**src/cfst_pkg.sv**
```systemverilog
// Constants and types of the CAN frame-servicing and timing block
package cfst_pkg;
  // ==========================================
  // Register byte offsets
  localparam logic [7:0] OFS_CFG = 8'h00; // Global configuration
  localparam logic [7:0] OFS_TIM = 8'h04; // Bit timing
  localparam logic [7:0] OFS_GMASK = 8'h08; // Global acceptance mask
  localparam logic [7:0] OFS_BMASK = 8'h0c; // Basic acceptance mask
  localparam logic [7:0] OFS_ACC = 8'h10; // Acceptance identifier
  localparam logic [7:0] OFS_BUF = 8'h14; // Buffer remote states
  localparam logic [7:0] OFS_STAT = 8'h18; // Status
  localparam logic [7:0] OFS_TXD = 8'h1c; // Transmit word into FIFO
  // ==========================================
  // Field positions
  localparam int CFG_EN = 0; // Controller enable
  localparam int CFG_TXPOL = 1; // Transmit polarity flag
  localparam int CFG_RXPOL = 2; // Receive polarity flag
  localparam int BUF_ONCE_LSB = 16; // Once-on-remote states
  localparam int STAT_LATE = 1; // Servicing overran the gap
  localparam int STAT_BITCLK_LSB = 16; // Clocks per bit
  // ==========================================
  // Reset values
  localparam logic [2:0] CFG_RST = 3'h0;
  localparam logic [31:0] MASK_RST = 32'h0; // All bits don't care
  localparam logic [31:0] ACC_RST = 32'h0;
  localparam logic [14:0] BUF_RST = 15'h0;
  // ==========================================
  // Timing counts in controller clocks, quanta and bits; buffer count
  localparam int COPY_CYC = 17; // Hidden buffer copy
  localparam int UPD_CYC = 3; // One buffer state update
  localparam int SCHED_CYC = 2; // Transmit scheduling
  localparam int SYNC_TQ = 1; // Synchronisation segment
  localparam int GAP_BITS = 4; // Least inter-frame gap
  localparam int NBUF = 15; // Message buffers
  localparam logic [7:0] PRESC_MIN = 8'h02;
  localparam logic [3:0] TS1_MIN = 4'h2;
  localparam logic [2:0] TS2_MIN = 3'h1;
  // ==========================================
  // Types
  typedef struct packed {
    logic [10:0] std_id;
    logic [17:0] ext_id;
    logic srr;
    logic ide;
    logic rtr;
  } cfst_frame_t;
  typedef struct packed {
    logic [2:0] ts2;
    logic [3:0] ts1;
    logic [7:0] presc;
  } cfst_tim_t;
  localparam cfst_tim_t TIM_RST = '{ts2: TS2_MIN, ts1: TS1_MIN, presc: PRESC_MIN};
  typedef enum logic [3:0] {
    S_IDLE = 4'h1,
    S_COPY = 4'h2,
    S_UPD = 4'h4,
    S_SCHED = 4'h8
  } cfst_state_t;
  // Clocks in one bit: quanta times prescaler
  function automatic logic [15:0] bit_clocks(cfst_tim_t t);
    logic [4:0] tq;
    tq = 5'(SYNC_TQ) + 5'(t.ts1) + 5'(t.ts2);
    return 16'(tq) * 16'(t.presc);
  endfunction
endpackage

```
**src/cfst_top.sv**
```systemverilog
// CAN frame servicing, pin polarity, bit timing and transmit path
// How it works
// - Drive transmit pin, sample receive pin
// - Separate polarity flags for both pins
// - Hidden buffer copy takes 17 clocks
// - Each remote-state update costs 3 clocks
// - Scheduling one transmission takes 2 clocks
// - Message memory access stalls servicing counts
// - Servicing must end within four bit gap; longer servicing is not cut short, it only sets the sticky overrun flag
// - Bit timing minimums: prescaler 2, 2, 1
// - Bit is sync+seg1+seg2 quanta times prescaler
// - Masks cover all 32 identifier/control bits
// - Passed remote frame answered with data frame if a buffer is transmit-on-remote
// - Answering data frame accepted via same filter
`timescale 1ns/1ns
module cfst_top import cfst_pkg::*; #(
  parameter int FIFO_DEPTH = 8
) (
  // Clock, reset, enable
  input wire logic CLK,
  input wire logic RST_N,
  input wire logic CE,
  // APB slave
  input wire logic PSEL,
  input wire logic PENABLE,
  input wire logic PWRITE,
  input wire logic [7:0] PADDR,
  input wire logic [31:0] PWDATA,
  output logic [31:0] PRDATA,
  output logic PREADY,
  output logic PSLVERR,
  // Bus pins toward the transceiver
  input wire logic BUS_RECEIVE_PIN,
  output logic BUS_TRANSMIT_PIN,
  // Frames from the receive logic
  input wire logic FRAME_VALID,
  input wire cfst_frame_t FRAME,
  // Answers toward the transmit logic
  output logic ANSWER_VALID,
  output cfst_frame_t ANSWER,
  output logic [NBUF-1:0] ANSWER_BUF,
  output logic BUSY
);
  // ==========================================
  // Registers
  logic [2:0] cfg_r; // Enable and polarity flags
  cfst_tim_t tim_r; // Bit timing
  logic [31:0] global_acceptance_mask_r; // 1 = bit compared
  logic [31:0] basic_acceptance_mask_r; // 1 = bit compared
  logic [31:0] acc_r; // Acceptance identifier
  logic [NBUF-1:0] ror_r; // Transmit-on-remote states
  logic [NBUF-1:0] once_r; // Transmit-once-on-remote states
  logic late_r; // Gap overrun, sticky
  logic [31:0] prdata_r; // Read data
  logic [31:0] rd_mux; // Read selection
  logic wr; // Register write strobe
  logic txd_req; // Access to the FIFO word
  logic mapped; // Address decodes
  // Servicing
  cfst_state_t st_r; // Sequencer state
  cfst_state_t st_nxt; // Next state
  logic [4:0] cnt_r; // Cycles left in step
  logic [NBUF-1:0] pend_r; // Buffers still to update
  logic [NBUF-1:0] low; // Lowest pending buffer
  logic [NBUF-1:0] first_r; // Buffer to answer from
  cfst_frame_t frm_r; // Captured frame
  logic [15:0] gap_r; // Clocks left in gap
  logic [15:0] bitclk; // Clocks per bit
  logic pass; // Frame passes a mask
  logic take; // Frame accepted for service
  logic step; // Servicing may advance
  logic mem_wait; // CPU in message memory
  logic last; // Last cycle of a step
  logic ans_fire; // Scheduling completes
  logic ans_v_r; // Answer pulse
  logic [NBUF-1:0] ans_buf_r; // Answer buffer
  // Transmit path
  logic f_valid; // FIFO head valid
  logic [31:0] f_data; // FIFO head
  logic f_in_ready; // FIFO has room
  logic ld; // Load shifter from FIFO
  logic act_r; // Shifter active
  logic [31:0] shift_r; // Outgoing bits, MSB first
  logic [5:0] bits_r; // Bits left
  logic [15:0] bclk_r; // Clocks left in bit
  logic tx_r; // Transmit pin flop
  logic rx_m_r; // Receive sync stage one
  logic rx_s_r; // Receive sync stage two
  logic rx_lvl; // Receive level after polarity

  // Raise timing fields that fall below the minimums
  function automatic cfst_tim_t clamp_tim(logic [14:0] w);
    cfst_tim_t t;
    t = w;
    if (t.presc < PRESC_MIN) t.presc = PRESC_MIN;
    if (t.ts1 < TS1_MIN) t.ts1 = TS1_MIN;
    if (t.ts2 < TS2_MIN) t.ts2 = TS2_MIN;
    return t;
  endfunction

  // Masked compare of a frame against the acceptance identifier
  function automatic logic hit(logic [31:0] f, logic [31:0] id, logic [31:0] m);
    return ((f ^ id) & m) == 32'h0;
  endfunction

  // ==========================================
  // APB slave
  assign txd_req = PSEL && PWRITE && PADDR == OFS_TXD;
  assign mapped = PADDR[1:0] == 2'h0 && PADDR <= OFS_TXD;
  // FIFO full holds the access phase
  assign PREADY = !(txd_req && !f_in_ready);
  assign PSLVERR = PSEL && PENABLE && !mapped;
  assign wr = CE && PSEL && PENABLE && PWRITE && PREADY;
  assign PRDATA = prdata_r;

  // Read selection
  always_comb begin
    rd_mux = 32'h0;
    case (PADDR)
      OFS_CFG: rd_mux = {29'h0, cfg_r};
      OFS_TIM: rd_mux = {17'h0, tim_r};
      OFS_GMASK: rd_mux = global_acceptance_mask_r;
      OFS_BMASK: rd_mux = basic_acceptance_mask_r;
      OFS_ACC: rd_mux = acc_r;
      OFS_BUF: rd_mux = {1'b0, once_r, 1'b0, ror_r};
      OFS_STAT: rd_mux = {bitclk, 12'h0, act_r, rx_lvl, late_r, BUSY};
      default: rd_mux = 32'h0;
    endcase
  end

  // Read data registered in the setup cycle
  always_ff @(posedge CLK or negedge RST_N) begin
    if (!RST_N) begin
      prdata_r <= 32'h0;
    end else if (CE && PSEL && !PENABLE) begin
      prdata_r <= rd_mux;
    end
  end

  // Configuration, timing, masks
  always_ff @(posedge CLK or negedge RST_N) begin
    if (!RST_N) begin
      cfg_r <= CFG_RST;
      tim_r <= TIM_RST;
      global_acceptance_mask_r <= MASK_RST;
      basic_acceptance_mask_r <= MASK_RST;
      acc_r <= ACC_RST;
    end else if (wr) begin
      case (PADDR)
        OFS_CFG: cfg_r <= PWDATA[2:0];
        OFS_TIM: tim_r <= clamp_tim(PWDATA[14:0]);
        OFS_GMASK: global_acceptance_mask_r <= PWDATA;
        OFS_BMASK: basic_acceptance_mask_r <= PWDATA;
        OFS_ACC: acc_r <= PWDATA;
        default: ;
      endcase
    end
  end

  // Buffer states: hardware update wins over software write
  always_ff @(posedge CLK or negedge RST_N) begin
    if (!RST_N) begin
      ror_r <= BUF_RST;
      once_r <= BUF_RST;
    end else if (CE) begin
      if (wr && PADDR == OFS_BUF) begin
        ror_r <= PWDATA[NBUF-1:0] & ~((st_r == S_UPD && step && last) ? low : '0);
        once_r <= (once_r & ~PWDATA[BUF_ONCE_LSB +: NBUF])
                  | ((st_r == S_UPD && step && last) ? low : '0);
      end else if (st_r == S_UPD && step && last) begin
        ror_r <= ror_r & ~low;
        once_r <= once_r | low;
      end
    end
  end

  // Gap overrun flag, set wins over write-one clear
  always_ff @(posedge CLK or negedge RST_N) begin
    if (!RST_N) begin
      late_r <= 1'b0;
    end else if (CE) begin
      late_r <= (st_r != S_IDLE && gap_r == 16'h0)
                || (late_r && !(wr && PADDR == OFS_STAT && PWDATA[STAT_LATE]));
    end
  end

  // ==========================================
  // Acceptance and servicing sequencer
  assign bitclk = bit_clocks(tim_r);
  // Either mask may pass the frame
  assign pass = hit(FRAME, acc_r, global_acceptance_mask_r)
                || hit(FRAME, acc_r, basic_acceptance_mask_r);
  assign take = CE && cfg_r[CFG_EN] && FRAME_VALID && st_r == S_IDLE && pass;
  assign mem_wait = PSEL && PADDR == OFS_BUF;
  assign step = !mem_wait;
  assign last = cnt_r == 5'h0;
  assign low = pend_r & (~pend_r + 15'h1);
  assign ans_fire = CE && st_r == S_SCHED && step && last;
  assign BUSY = st_r != S_IDLE;

  // State register
  always_ff @(posedge CLK or negedge RST_N) begin
    if (!RST_N) begin
      st_r <= S_IDLE;
    end else if (CE) begin
      st_r <= st_nxt;
    end
  end

  // Next state: copy, updates, scheduling
  always_comb begin
    st_nxt = st_r;
    case (st_r)
      S_IDLE: begin
        if (take) st_nxt = S_COPY;
      end
      S_COPY: begin
        // Data frames end after the copy
        if (step && last) st_nxt = (pend_r != '0) ? S_UPD : S_IDLE;
      end
      S_UPD: begin
        if (step && last) st_nxt = ((pend_r & ~low) != '0) ? S_UPD : S_SCHED;
      end
      S_SCHED: begin
        if (step && last) st_nxt = S_IDLE;
      end
      default: st_nxt = S_IDLE;
    endcase
  end

  // Step counter and pending buffers
  always_ff @(posedge CLK or negedge RST_N) begin
    if (!RST_N) begin
      cnt_r <= 5'h0;
      pend_r <= '0;
      first_r <= '0;
    end else if (CE) begin
      if (take) begin
        cnt_r <= 5'(COPY_CYC - 1);
        pend_r <= FRAME.rtr ? ror_r : '0;
      end else if (st_r != S_IDLE && step) begin
        if (!last) begin
          cnt_r <= cnt_r - 5'h1;
        end else if (st_nxt == S_UPD) begin
          cnt_r <= 5'(UPD_CYC - 1);
          if (st_r == S_UPD) pend_r <= pend_r & ~low;
          if (st_r == S_COPY) first_r <= low;
        end else if (st_nxt == S_SCHED) begin
          cnt_r <= 5'(SCHED_CYC - 1);
          pend_r <= '0;
        end
      end
    end
  end

  // Frame capture and gap countdown
  always_ff @(posedge CLK or negedge RST_N) begin
    if (!RST_N) begin
      frm_r <= '0;
      gap_r <= 16'h0;
    end else if (CE) begin
      if (take) begin
        frm_r <= FRAME;
        gap_r <= 16'(GAP_BITS) * bitclk;
      end else if (gap_r != 16'h0) begin
        gap_r <= gap_r - 16'h1;
      end
    end
  end

  // Answer: data frame with the remote bit cleared
  always_ff @(posedge CLK or negedge RST_N) begin
    if (!RST_N) begin
      ans_v_r <= 1'b0;
      ANSWER <= '0;
      ans_buf_r <= '0;
    end else if (CE) begin
      ans_v_r <= ans_fire;
      if (ans_fire) begin
        ANSWER <= '{std_id: frm_r.std_id, ext_id: frm_r.ext_id,
                    srr: frm_r.srr, ide: frm_r.ide, rtr: 1'b0};
        ans_buf_r <= first_r;
      end
    end
  end
  assign ANSWER_VALID = ans_v_r;
  assign ANSWER_BUF = ans_buf_r;

  // ==========================================
  // Transmit FIFO and serialiser
  cfst_fifo #(.W(32), .D(FIFO_DEPTH)) u_fifo (
    .clk(CLK),
    .rst_n(RST_N),
    .en(CE),
    .in_valid(PSEL && PENABLE && txd_req),
    .in_ready(f_in_ready),
    .in_data(PWDATA),
    .out_valid(f_valid),
    .out_ready(ld),
    .out_data(f_data)
  );
  assign ld = !act_r && f_valid && cfg_r[CFG_EN];

  // Shift one word out, one bit per bit time
  always_ff @(posedge CLK or negedge RST_N) begin
    if (!RST_N) begin
      act_r <= 1'b0;
      shift_r <= 32'h0;
      bits_r <= 6'h0;
      bclk_r <= 16'h0;
    end else if (CE) begin
      if (ld) begin
        act_r <= 1'b1;
        shift_r <= f_data;
        bits_r <= 6'h20;
        bclk_r <= bitclk - 16'h1;
      end else if (act_r) begin
        if (bclk_r != 16'h0) begin
          bclk_r <= bclk_r - 16'h1;
        end else if (bits_r == 6'h1) begin
          act_r <= 1'b0;
        end else begin
          shift_r <= {shift_r[30:0], 1'b0};
          bits_r <= bits_r - 6'h1;
          bclk_r <= bitclk - 16'h1;
        end
      end
    end
  end

  // Transmit pin, recessive 1 when idle, then polarity
  always_ff @(posedge CLK or negedge RST_N) begin
    if (!RST_N) begin
      tx_r <= 1'b1;
    end else if (CE) begin
      tx_r <= (act_r ? shift_r[31] : 1'b1) ^ cfg_r[CFG_TXPOL];
    end
  end
  assign BUS_TRANSMIT_PIN = tx_r;

  // Receive pin synchroniser
  always_ff @(posedge CLK or negedge RST_N) begin
    if (!RST_N) begin
      rx_m_r <= 1'b1;
      rx_s_r <= 1'b1;
    end else if (CE) begin
      rx_m_r <= BUS_RECEIVE_PIN;
      rx_s_r <= rx_m_r;
    end
  end
  assign rx_lvl = rx_s_r ^ cfg_r[CFG_RXPOL];

  // ==========================================
  // Assertions
  logic [4:0] prod_r; // Productive cycles in a step
  always_ff @(posedge CLK or negedge RST_N) begin
    if (!RST_N) begin
      prod_r <= 5'h0;
    end else if (CE) begin
      if (take || (st_r != S_IDLE && step && last)) prod_r <= 5'h0;
      else if (st_r != S_IDLE && step) prod_r <= prod_r + 5'h1;
    end
  end
endmodule // cfst_top

```
**src/cfst_fifo.sv**
```systemverilog
// Transmit word FIFO with valid and ready on both sides
`timescale 1ns/1ns
module cfst_fifo import cfst_pkg::*; #(
  parameter int W = 32,
  parameter int D = 8
) (
  // Clock, reset, enable
  input wire logic clk,
  input wire logic rst_n,
  input wire logic en,
  // Filling side
  input wire logic in_valid,
  output logic in_ready,
  input wire logic [W-1:0] in_data,
  // Draining side
  output logic out_valid,
  input wire logic out_ready,
  output logic [W-1:0] out_data
);
  // ==========================================
  // Storage and pointers (D a power of two)
  localparam int AW = $clog2(D);
  logic [W-1:0] mem [D]; // Word store
  logic [AW-1:0] wp_r; // Write pointer
  logic [AW-1:0] rp_r; // Read pointer
  logic [AW:0] cnt_r; // Words held
  logic push; // Word accepted
  logic pop; // Word drained

  // Honest full and empty
  assign in_ready = cnt_r != (AW+1)'(D);
  assign out_valid = cnt_r != '0;
  assign out_data = mem[rp_r];
  assign push = en && in_valid && in_ready;
  assign pop = en && out_valid && out_ready;

  // Word store write
  always_ff @(posedge clk) begin
    if (push) begin
      mem[wp_r] <= in_data;
    end
  end

  // Pointers and fill count
  always_ff @(posedge clk or negedge rst_n) begin
    if (!rst_n) begin
      wp_r <= '0;
      rp_r <= '0;
      cnt_r <= '0;
    end else begin
      if (push) begin
        wp_r <= wp_r + 1'b1;
      end
      if (pop) begin
        rp_r <= rp_r + 1'b1;
      end
      if (push && !pop) begin
        cnt_r <= cnt_r + 1'b1;
      end else if (pop && !push) begin
        cnt_r <= cnt_r - 1'b1;
      end
    end
  end
endmodule // cfst_fifo

```
**config.mk**
```make
export PLATFORM = sky130hd
export DESIGN_NAME = cfst_top
export DESIGN_NICKNAME = d
export VERILOG_FILES = /design/src/cfst_pkg.sv /design/src/cfst_top.sv /design/src/cfst_fifo.sv
export SDC_FILE = /design/constraint.sdc
export NUM_CORES = 1
export LEC_CHECK = 0
export BUFFER_PORTS_ARGS = -buffer_cell sky130_fd_sc_hd__buf_2
export CAP_MARGIN = 20
export CORE_UTILIZATION = 35
export CTS_BUF_LIST = sky130_fd_sc_hd__clkbuf_2
export DETAILED_ROUTE_END_ITERATION = 8
export GPL_ROUTABILITY_DRIVEN = 0
export SETUP_SLACK_MARGIN = 0.3
export SLEW_MARGIN = 0
export SYNTH_ARGS = -nofsm -noshare
export SYNTH_HDL_FRONTEND = slang
export SYNTH_SLANG_ARGS = --single-unit
```
**constraint.sdc**
```tcl
create_clock -name CLK -period 15.3 [get_ports CLK]
set_input_delay 1.53 -clock CLK [delete_from_list [all_inputs] [get_ports CLK]]
set_output_delay 1.53 -clock CLK [all_outputs]
set_load 0.005 [all_outputs]
```
==> results.sh, run 1 <==
export IMPL_synth_fp_nets=2334
export IMPL_outcome="finished clean"
export IMPL_core_mm2=0.0809
export IMPL_io_pins=164
export IMPL_finalCritPeriodShare_pct=39.4
export IMPL_drt_wl_total_um=84300
export IMPL_tightest_slew_ps=1140
export IMPL_grt_ovfl_total=0
export IMPL_num_vias=19816
export IMPL_maxSlewViolCount=0
export IMPL_grt_pass1_wl_um=126000
export IMPL_root_buffer="clkbuf_2"
export IMPL_htree_levels=4
export IMPL_fin_worst_skew_ps=162
export IMPL_synth_warnings=0
export IMPL_internal_power_mw=2.43
export IMPL_final_util_pct=40.1
export IMPL_crit_arrival_ps=7280
export IMPL_grt_antenna_before_repair=8
export IMPL_yosysTopAreaCell="dfrtp_1"
export IMPL_p_leak_nw=13.9
export IMPL_cts_max_path_buffers=3
export IMPL_clkLatencyLatePin_ps=1430
export IMPL_fin_tns_setup_ps=0
export IMPL_syn_inst=2198
export IMPL_nNetsFinal=2590
export IMPL_ys_ff_latch=634
export IMPL_power_total_mw=3.43
export IMPL_combPwrFrac_pct=9.0
export IMPL_clkTransAtPathRegs_ps=110
export IMPL_port_buffers=162
export IMPL_drtAntennaViolNets=0
export IMPL_wl_per_cell_um=23.0
export IMPL_start_kind="register"
export IMPL_max_freq_mhz=166
export IMPL_path_class="register to register"
export IMPL_drt_first_pass_iters=5
export IMPL_ctsHoldBuffers=1
export IMPL_switching_share_pct=29.1
export IMPL_post_route_drc_count=0
export IMPL_rows=104
export IMPL_peakVddDrop_mv=0.0627
export IMPL_maxCapViolCount=0
export IMPL_rsz0062_at_grt="false"
export IMPL_cts_buffers=169
export IMPL_yosys_cell_count_top_type="dfrtp_1"
export IMPL_clock_sinks=634
export IMPL_start_util_pct=35.5
export IMPL_hold_path_class="register to register"
export IMPL_cp_max_fo=8
export IMPL_hold_viol=0
export IMPL_die_area_mm2=0.0833
export IMPL_n_fill_cell=7809
export IMPL_synth_cell_area_mm2=0.0288
export IMPL_ys_top_cells_by_count="dfrtp_1 (371), edfxtp_1 (256), nand2_1 (193), mux2_2 (125), nor2_1 (114)"
export IMPL_track_usage_pct=20.4
export IMPL_drtIter0Drc=1753
export IMPL_die_h_um=289
export IMPL_layout_drive_gt1_share_pct=27.4
export IMPL_cp_data_required_time_ps=16560
export IMPL_synthFlopType="dfrtp_1"
export IMPL_ys_seq_area_share_pct=59.6
export IMPL_multi_input_area_mm2=0.0110
export IMPL_viasPerCell=5.42
export IMPL_grt_pass1_vias=20276
export IMPL_die_w_um=289
export IMPL_post_cts_buffers=0
export IMPL_p_seq_share_pct=55.8
export IMPL_ys_types=80
export IMPL_synth_top_area_share_pct=32.3
export IMPL_syn_area_per_cell_um2=13.1
export IMPL_synth_edf_count=256
export IMPL_p_per_area_mw_per_mm2=106
export IMPL_synthTopCellsByArea="dfrtp_1 (32%), edfxtp_1 (27%), mux4_2 (5.1%)"
export IMPL_layout_min_cycle_time_ps=6020
export IMPL_cts_tree="done"
export IMPL_slew_headroom_pct=23.9
export IMPL_syn_to_final_growth_pct=12.9
export IMPL_grt_max_degree=153
export IMPL_hpwl_um=57100
export IMPL_async_flop_share_pct=59.6
export IMPL_setup_viol=0
export IMPL_seq_area_mm2=0.0172
export IMPL_p_sw_uw=1000
export IMPL_p_clk_share_pct=35.2
export IMPL_crit_path_end_kind="register"
export IMPL_cts_resized=0
[flip-flops by register name, summed over array words and instances (netlist names), 16 cells and up]
name and count:
global_acceptance_mask_r 32, ANSWER 31, u_fifo.mem 256, PRDATA 32
acc_r 32, shift_r 32, frm_r 31, basic_acceptance_mask_r 32
gap_r 16, bclk_r 16
[worst max-delay path, cell delays in order (launching register included)]
cell and delay, ps:
dfstp_2 550, inv_1 60, ha_1 220, fa_1 440
xnor2_1 460, nand2_1 150, fa_1 590, fa_1 430
fa_1 480, inv_1 40, ha_1 330, nor2b_1 170
o2111ai_1 310, nand2_1 90, o32ai_1 710, nand3_1 140
nor4_1 470, o22a_1 210, o31a_1 120
[stage by stage]
stage	hold WS (ps)	cell area, µm²	cells	setup slack [ps]
5_1_grt	315	32500	3657	8750
2_1_floorplan	443	28800	2198	9580
6_report	421	32500	3659	9280
3_5_place_dp	460	30900	3341	9350
3_3_place_gp	457	30800	3339	9470
4_1_cts	206	32500	3654	9240
[power by group through the flow]
stage	logic, mW	registers (mW)	clock network, mW
after floorplan	0.193	1.93	0
after global placement	0.298	1.94	0
after detailed placement	0.309	1.95	0
after CTS	0.309	1.91	1.26
after global routing	0.347	1.93	1.35
final	0.308	1.92	1.21
[cells in the final DEF (no fill, tap or decap), types with 38 or more instances in the layout]
| cell type | n |
|---|---|
| mux2_2 | 125 |
| a21oi_1 | 77 |
| o21ai_0 | 89 |
| clkbuf_2 | 257 |
| xor2_1 | 50 |
| o21ai_1 | 73 |
| edfxtp_1 | 256 |
| a22oi_1 | 55 |
| nor2_1 | 102 |
| inv_1 | 53 |
| buf_2 | 161 |
| mux2_1 | 68 |
| dfrtp_1 | 368 |
| nand2_1 | 193 |
| mux2i_1 | 45 |
| mux4_2 | 65 |
| clkinv_1 | 38 |
[logic make-up (layout without fill, tap and decap cells)]
kind of cell               Yosys count  in the layout  synth area share, %
buffers and inverters              171            568                 2.43
DFF                                634            634                 59.6
AOI/OAI and AO/OA                  440            440                 9.81
adders and majority gates           58             58                 3.03
other                                1              5               0.0130
and+or+nand+nor                    515            515                 8.55
muxes                              303            303                 14.2
xor gates and xnor gates            76             76                 2.31
[routing by layer]
metal / track usage (%) / vias up / part of all wire, %
li1: - / 8829 / -
met1: 27.0 / 10091 / 43
met2: 32.2 / 742 / 47
met3: 4.75 / 152 / 6.8
met4: 8.62 / 2 / 3.4
met5: 0 / - / 0.013
[cell type report]
type	instances	share of cell area, %
flip-flops and latches	634	52.8
clock buffers	257	3.96
diodes	4	0.0308
repair buffers	201	3.64
multi-input cells	1393	33.9
clock inverters	55	0.894
well taps	1060	4.08
inverters	55	0.635
[path summary, 6_finish.rpt]
path,from,endpoint,slack [ps],depth (start not counted)
max,tim_r[12],bclk_r[14],9280,18
min,first_r[7],ANSWER_BUF[7],420,1
max reg2reg,tim_r[12],bclk_r[14],9280,18
min reg2reg,first_r[7],ANSWER_BUF[7],420,1
max in group asynchronous,RST_N,once_r[14],13030,3
min in group asynchronous,RST_N,ANSWER_BUF[1],740,2
Power figures use the tool's default switching activity.
==> run 2, diff against run 1 <==
- clock period: 15.3 -> 6.3 ns (I/O delays scaled with it)
==> results.sh, run 2 (synthesized netlist as in run 1, its figures left out) <==
export IMPL_worstReg2RegStart="tim_r[12]"
export IMPL_final_common_cell="dfrtp_1"
export IMPL_syn_to_final_growth_pct=17.6
export IMPL_htree_levels=4
export IMPL_multi_input_area_mm2=0.0111
export IMPL_start_util_pct=35.5
export IMPL_setup_viol=0
export IMPL_layout_min_cycle_time_ps=5700
export IMPL_drt_first_pass_iters=7
export IMPL_post_route_drc_count=0
export IMPL_p_leak_nw=14.4
export IMPL_drtAntennaViolNets=0
export IMPL_finalCritPeriodShare_pct=90.5
export IMPL_regMostFlops="u_fifo.mem"
export IMPL_rsz0062_at_grt="false"
export IMPL_cts_max_path_buffers=3
export IMPL_drt_wl_total_um=86800
export IMPL_io_pins=164
export IMPL_port_buffers=162
export IMPL_maxCapViolCount=0
export IMPL_clkTransAtPathRegs_ps=140
export IMPL_hold_viol=0
export IMPL_cp_max_fo=8
export IMPL_clock_sinks=634
export IMPL_tightest_slew_ps=1140
export IMPL_stdcell_count=3780
export IMPL_grt_pass1_wl_um=130000
export IMPL_min_from="FRAME[2]"
export IMPL_grt_pass1_vias=21018
export IMPL_fin_tns_setup_ps=0
export IMPL_cts_buffers=169
export IMPL_slew_headroom_pct=23.8
export IMPL_min_delay_path_depth=3
export IMPL_post_cts_buffers=0
export IMPL_hold_path_class="input port to register"
export IMPL_grt_antenna_before_repair=10
export IMPL_track_usage_pct=21.1
export IMPL_outcome="finished clean"
export IMPL_core_mm2=0.0809
export IMPL_dpl_cell_count=3341
export IMPL_final_cell_mix="dfrtp_1 (368), clkbuf_2 (262), edfxtp_1 (256), nand2_1 (193), buf_2 (161)"
export IMPL_largest_register_ff_count=256
export IMPL_wl_per_cell_um=23.0
export IMPL_seq_area_mm2=0.0172
export IMPL_cts_tree="done"
export IMPL_die_h_um=289
export IMPL_cp_data_required_time_ps=7600
export IMPL_clkLatencyLatePin_ps=1450
export IMPL_min_to="frm_r[2]"
export IMPL_crit_arrival_ps=7000
export IMPL_reg2regPathDepth=17
export IMPL_rows=104
export IMPL_crit_path_end_kind="register"
export IMPL_die_area_mm2=0.0833
export IMPL_grt_ovfl_total=0
export IMPL_die_w_um=289
export IMPL_root_buffer="clkbuf_2"
export IMPL_power_total_mw=8.51
export IMPL_num_vias=20575
export IMPL_start_kind="register"
export IMPL_path_class="register to register"
export IMPL_grt_max_degree=145
export IMPL_nNetsFinal=2709
export IMPL_p_per_area_mw_per_mm2=251
export IMPL_reg2reg_slack_ps=600
export IMPL_n_fill_cell=7643
export IMPL_timing_hold_ws_ps=132
export IMPL_drtIter0Drc=1703
export IMPL_layout_drive_gt1_share_pct=27.1
export IMPL_r2r_end="PRDATA[23]"
export IMPL_hpwl_um=57800
export IMPL_peakVddDrop_mv=0.139
export IMPL_maxSlewViolCount=0
export IMPL_fin_worst_skew_ps=140
export IMPL_max_freq_mhz=175
export IMPL_viasPerCell=5.44
-- run 2: cell types whose count changed in the layout (fill, tap and decap cells not counted), sizes merged --
cell | previous run | this run
buf | 200 | 202
bufinv | 1 | 3
clkbuf | 257 | 262
clkinv | 44 | 38
clkinvlp | 2 | 3
diode | 4 | 8
dlygate4sd3 | 1 | 118
inv | 63 | 59
-- run 2: through the flow --
| stage | utilization (%) | setup slack [ps] | instance area [µm²] |
|---|---|---|---|
| 3_3_place_gp | 38.1 | 555 | 30800 |
| 3_5_place_dp | 38.1 | 294 | 30800 |
| 4_1_cts | 41.6 | 349 | 33700 |
| 2_1_floorplan | - | 1060 | 28800 |
| 5_1_grt | 41.8 | 320 | 33800 |
| 6_report | 41.8 | 597 | 33800 |
-- run 2: report_power, final --
group / internal, mW / total, mW / leakage, nW / switching [mW]
registers: 4.49 / 4.66 / 7.37 / 0.169
logic: 0.319 / 0.813 / 5.83 / 0.493
clock network: 1.25 / 3.04 / 1.25 / 1.79
-- run 2: worst max path at each step --
stage / slack [ps] / end / from
6_report: 600 / PRDATA[23] / tim_r[12]
5_1_grt: 320 / bclk_r[15] / tim_r[12]
4_1_cts: 350 / bclk_r[14] / tim_r[12]
3_5_place_dp: 290 / bclk_r[13] / tim_r[12]
3_3_place_gp: 550 / bclk_r[13] / tim_r[12]
2_1_floorplan: 1060 / bclk_r[13] / tim_r[12]
-- run 2: final cells by class --
type	instances	share of cell area [%]
clock inverter	48	0.980
inverter	55	0.610
multi-input combinational	1393	32.8
tap	1060	3.92
sequential	634	50.7
timing repair buffer	320	6.99
clock buffer	262	3.88
antenna	8	0.0592
-- run 2: worst max-delay path, stage by stage, from the launching register on --
cell,delay [ps]
dfstp_2,540
inv_1,50
ha_1,210
fa_1,470
xnor2_4,290
nand2_1,140
fa_1,570
fa_1,430
fa_1,520
inv_1,50
ha_1,370
a21o_1,230
a31oi_2,260
a21oi_1,160
nor2_2,260
o211ai_1,160
a32o_1,300
dlygate4sd3_1,540
-- run 2: per-layer routing --
metal | vias to the layer above | GRT usage [%] | wire length (µm)
met5 | - | 0 | 82
met4 | 6 | 10.4 | 3420
met3 | 184 | 4.59 | 6470
met2 | 886 | 32.8 | 40200
met1 | 10443 | 28.0 | 36600
li1 | 9056 | - | -
-- run 2: timing repair --
item | 4_1_cts | 5_1_grt
endpoints found under the setup margin | 3 | 8
endpoints found under the hold margin | 631 | 0
hold buffers | 119 | 0
pin swaps | 0 | 0
gates resized for setup | 1 | 12
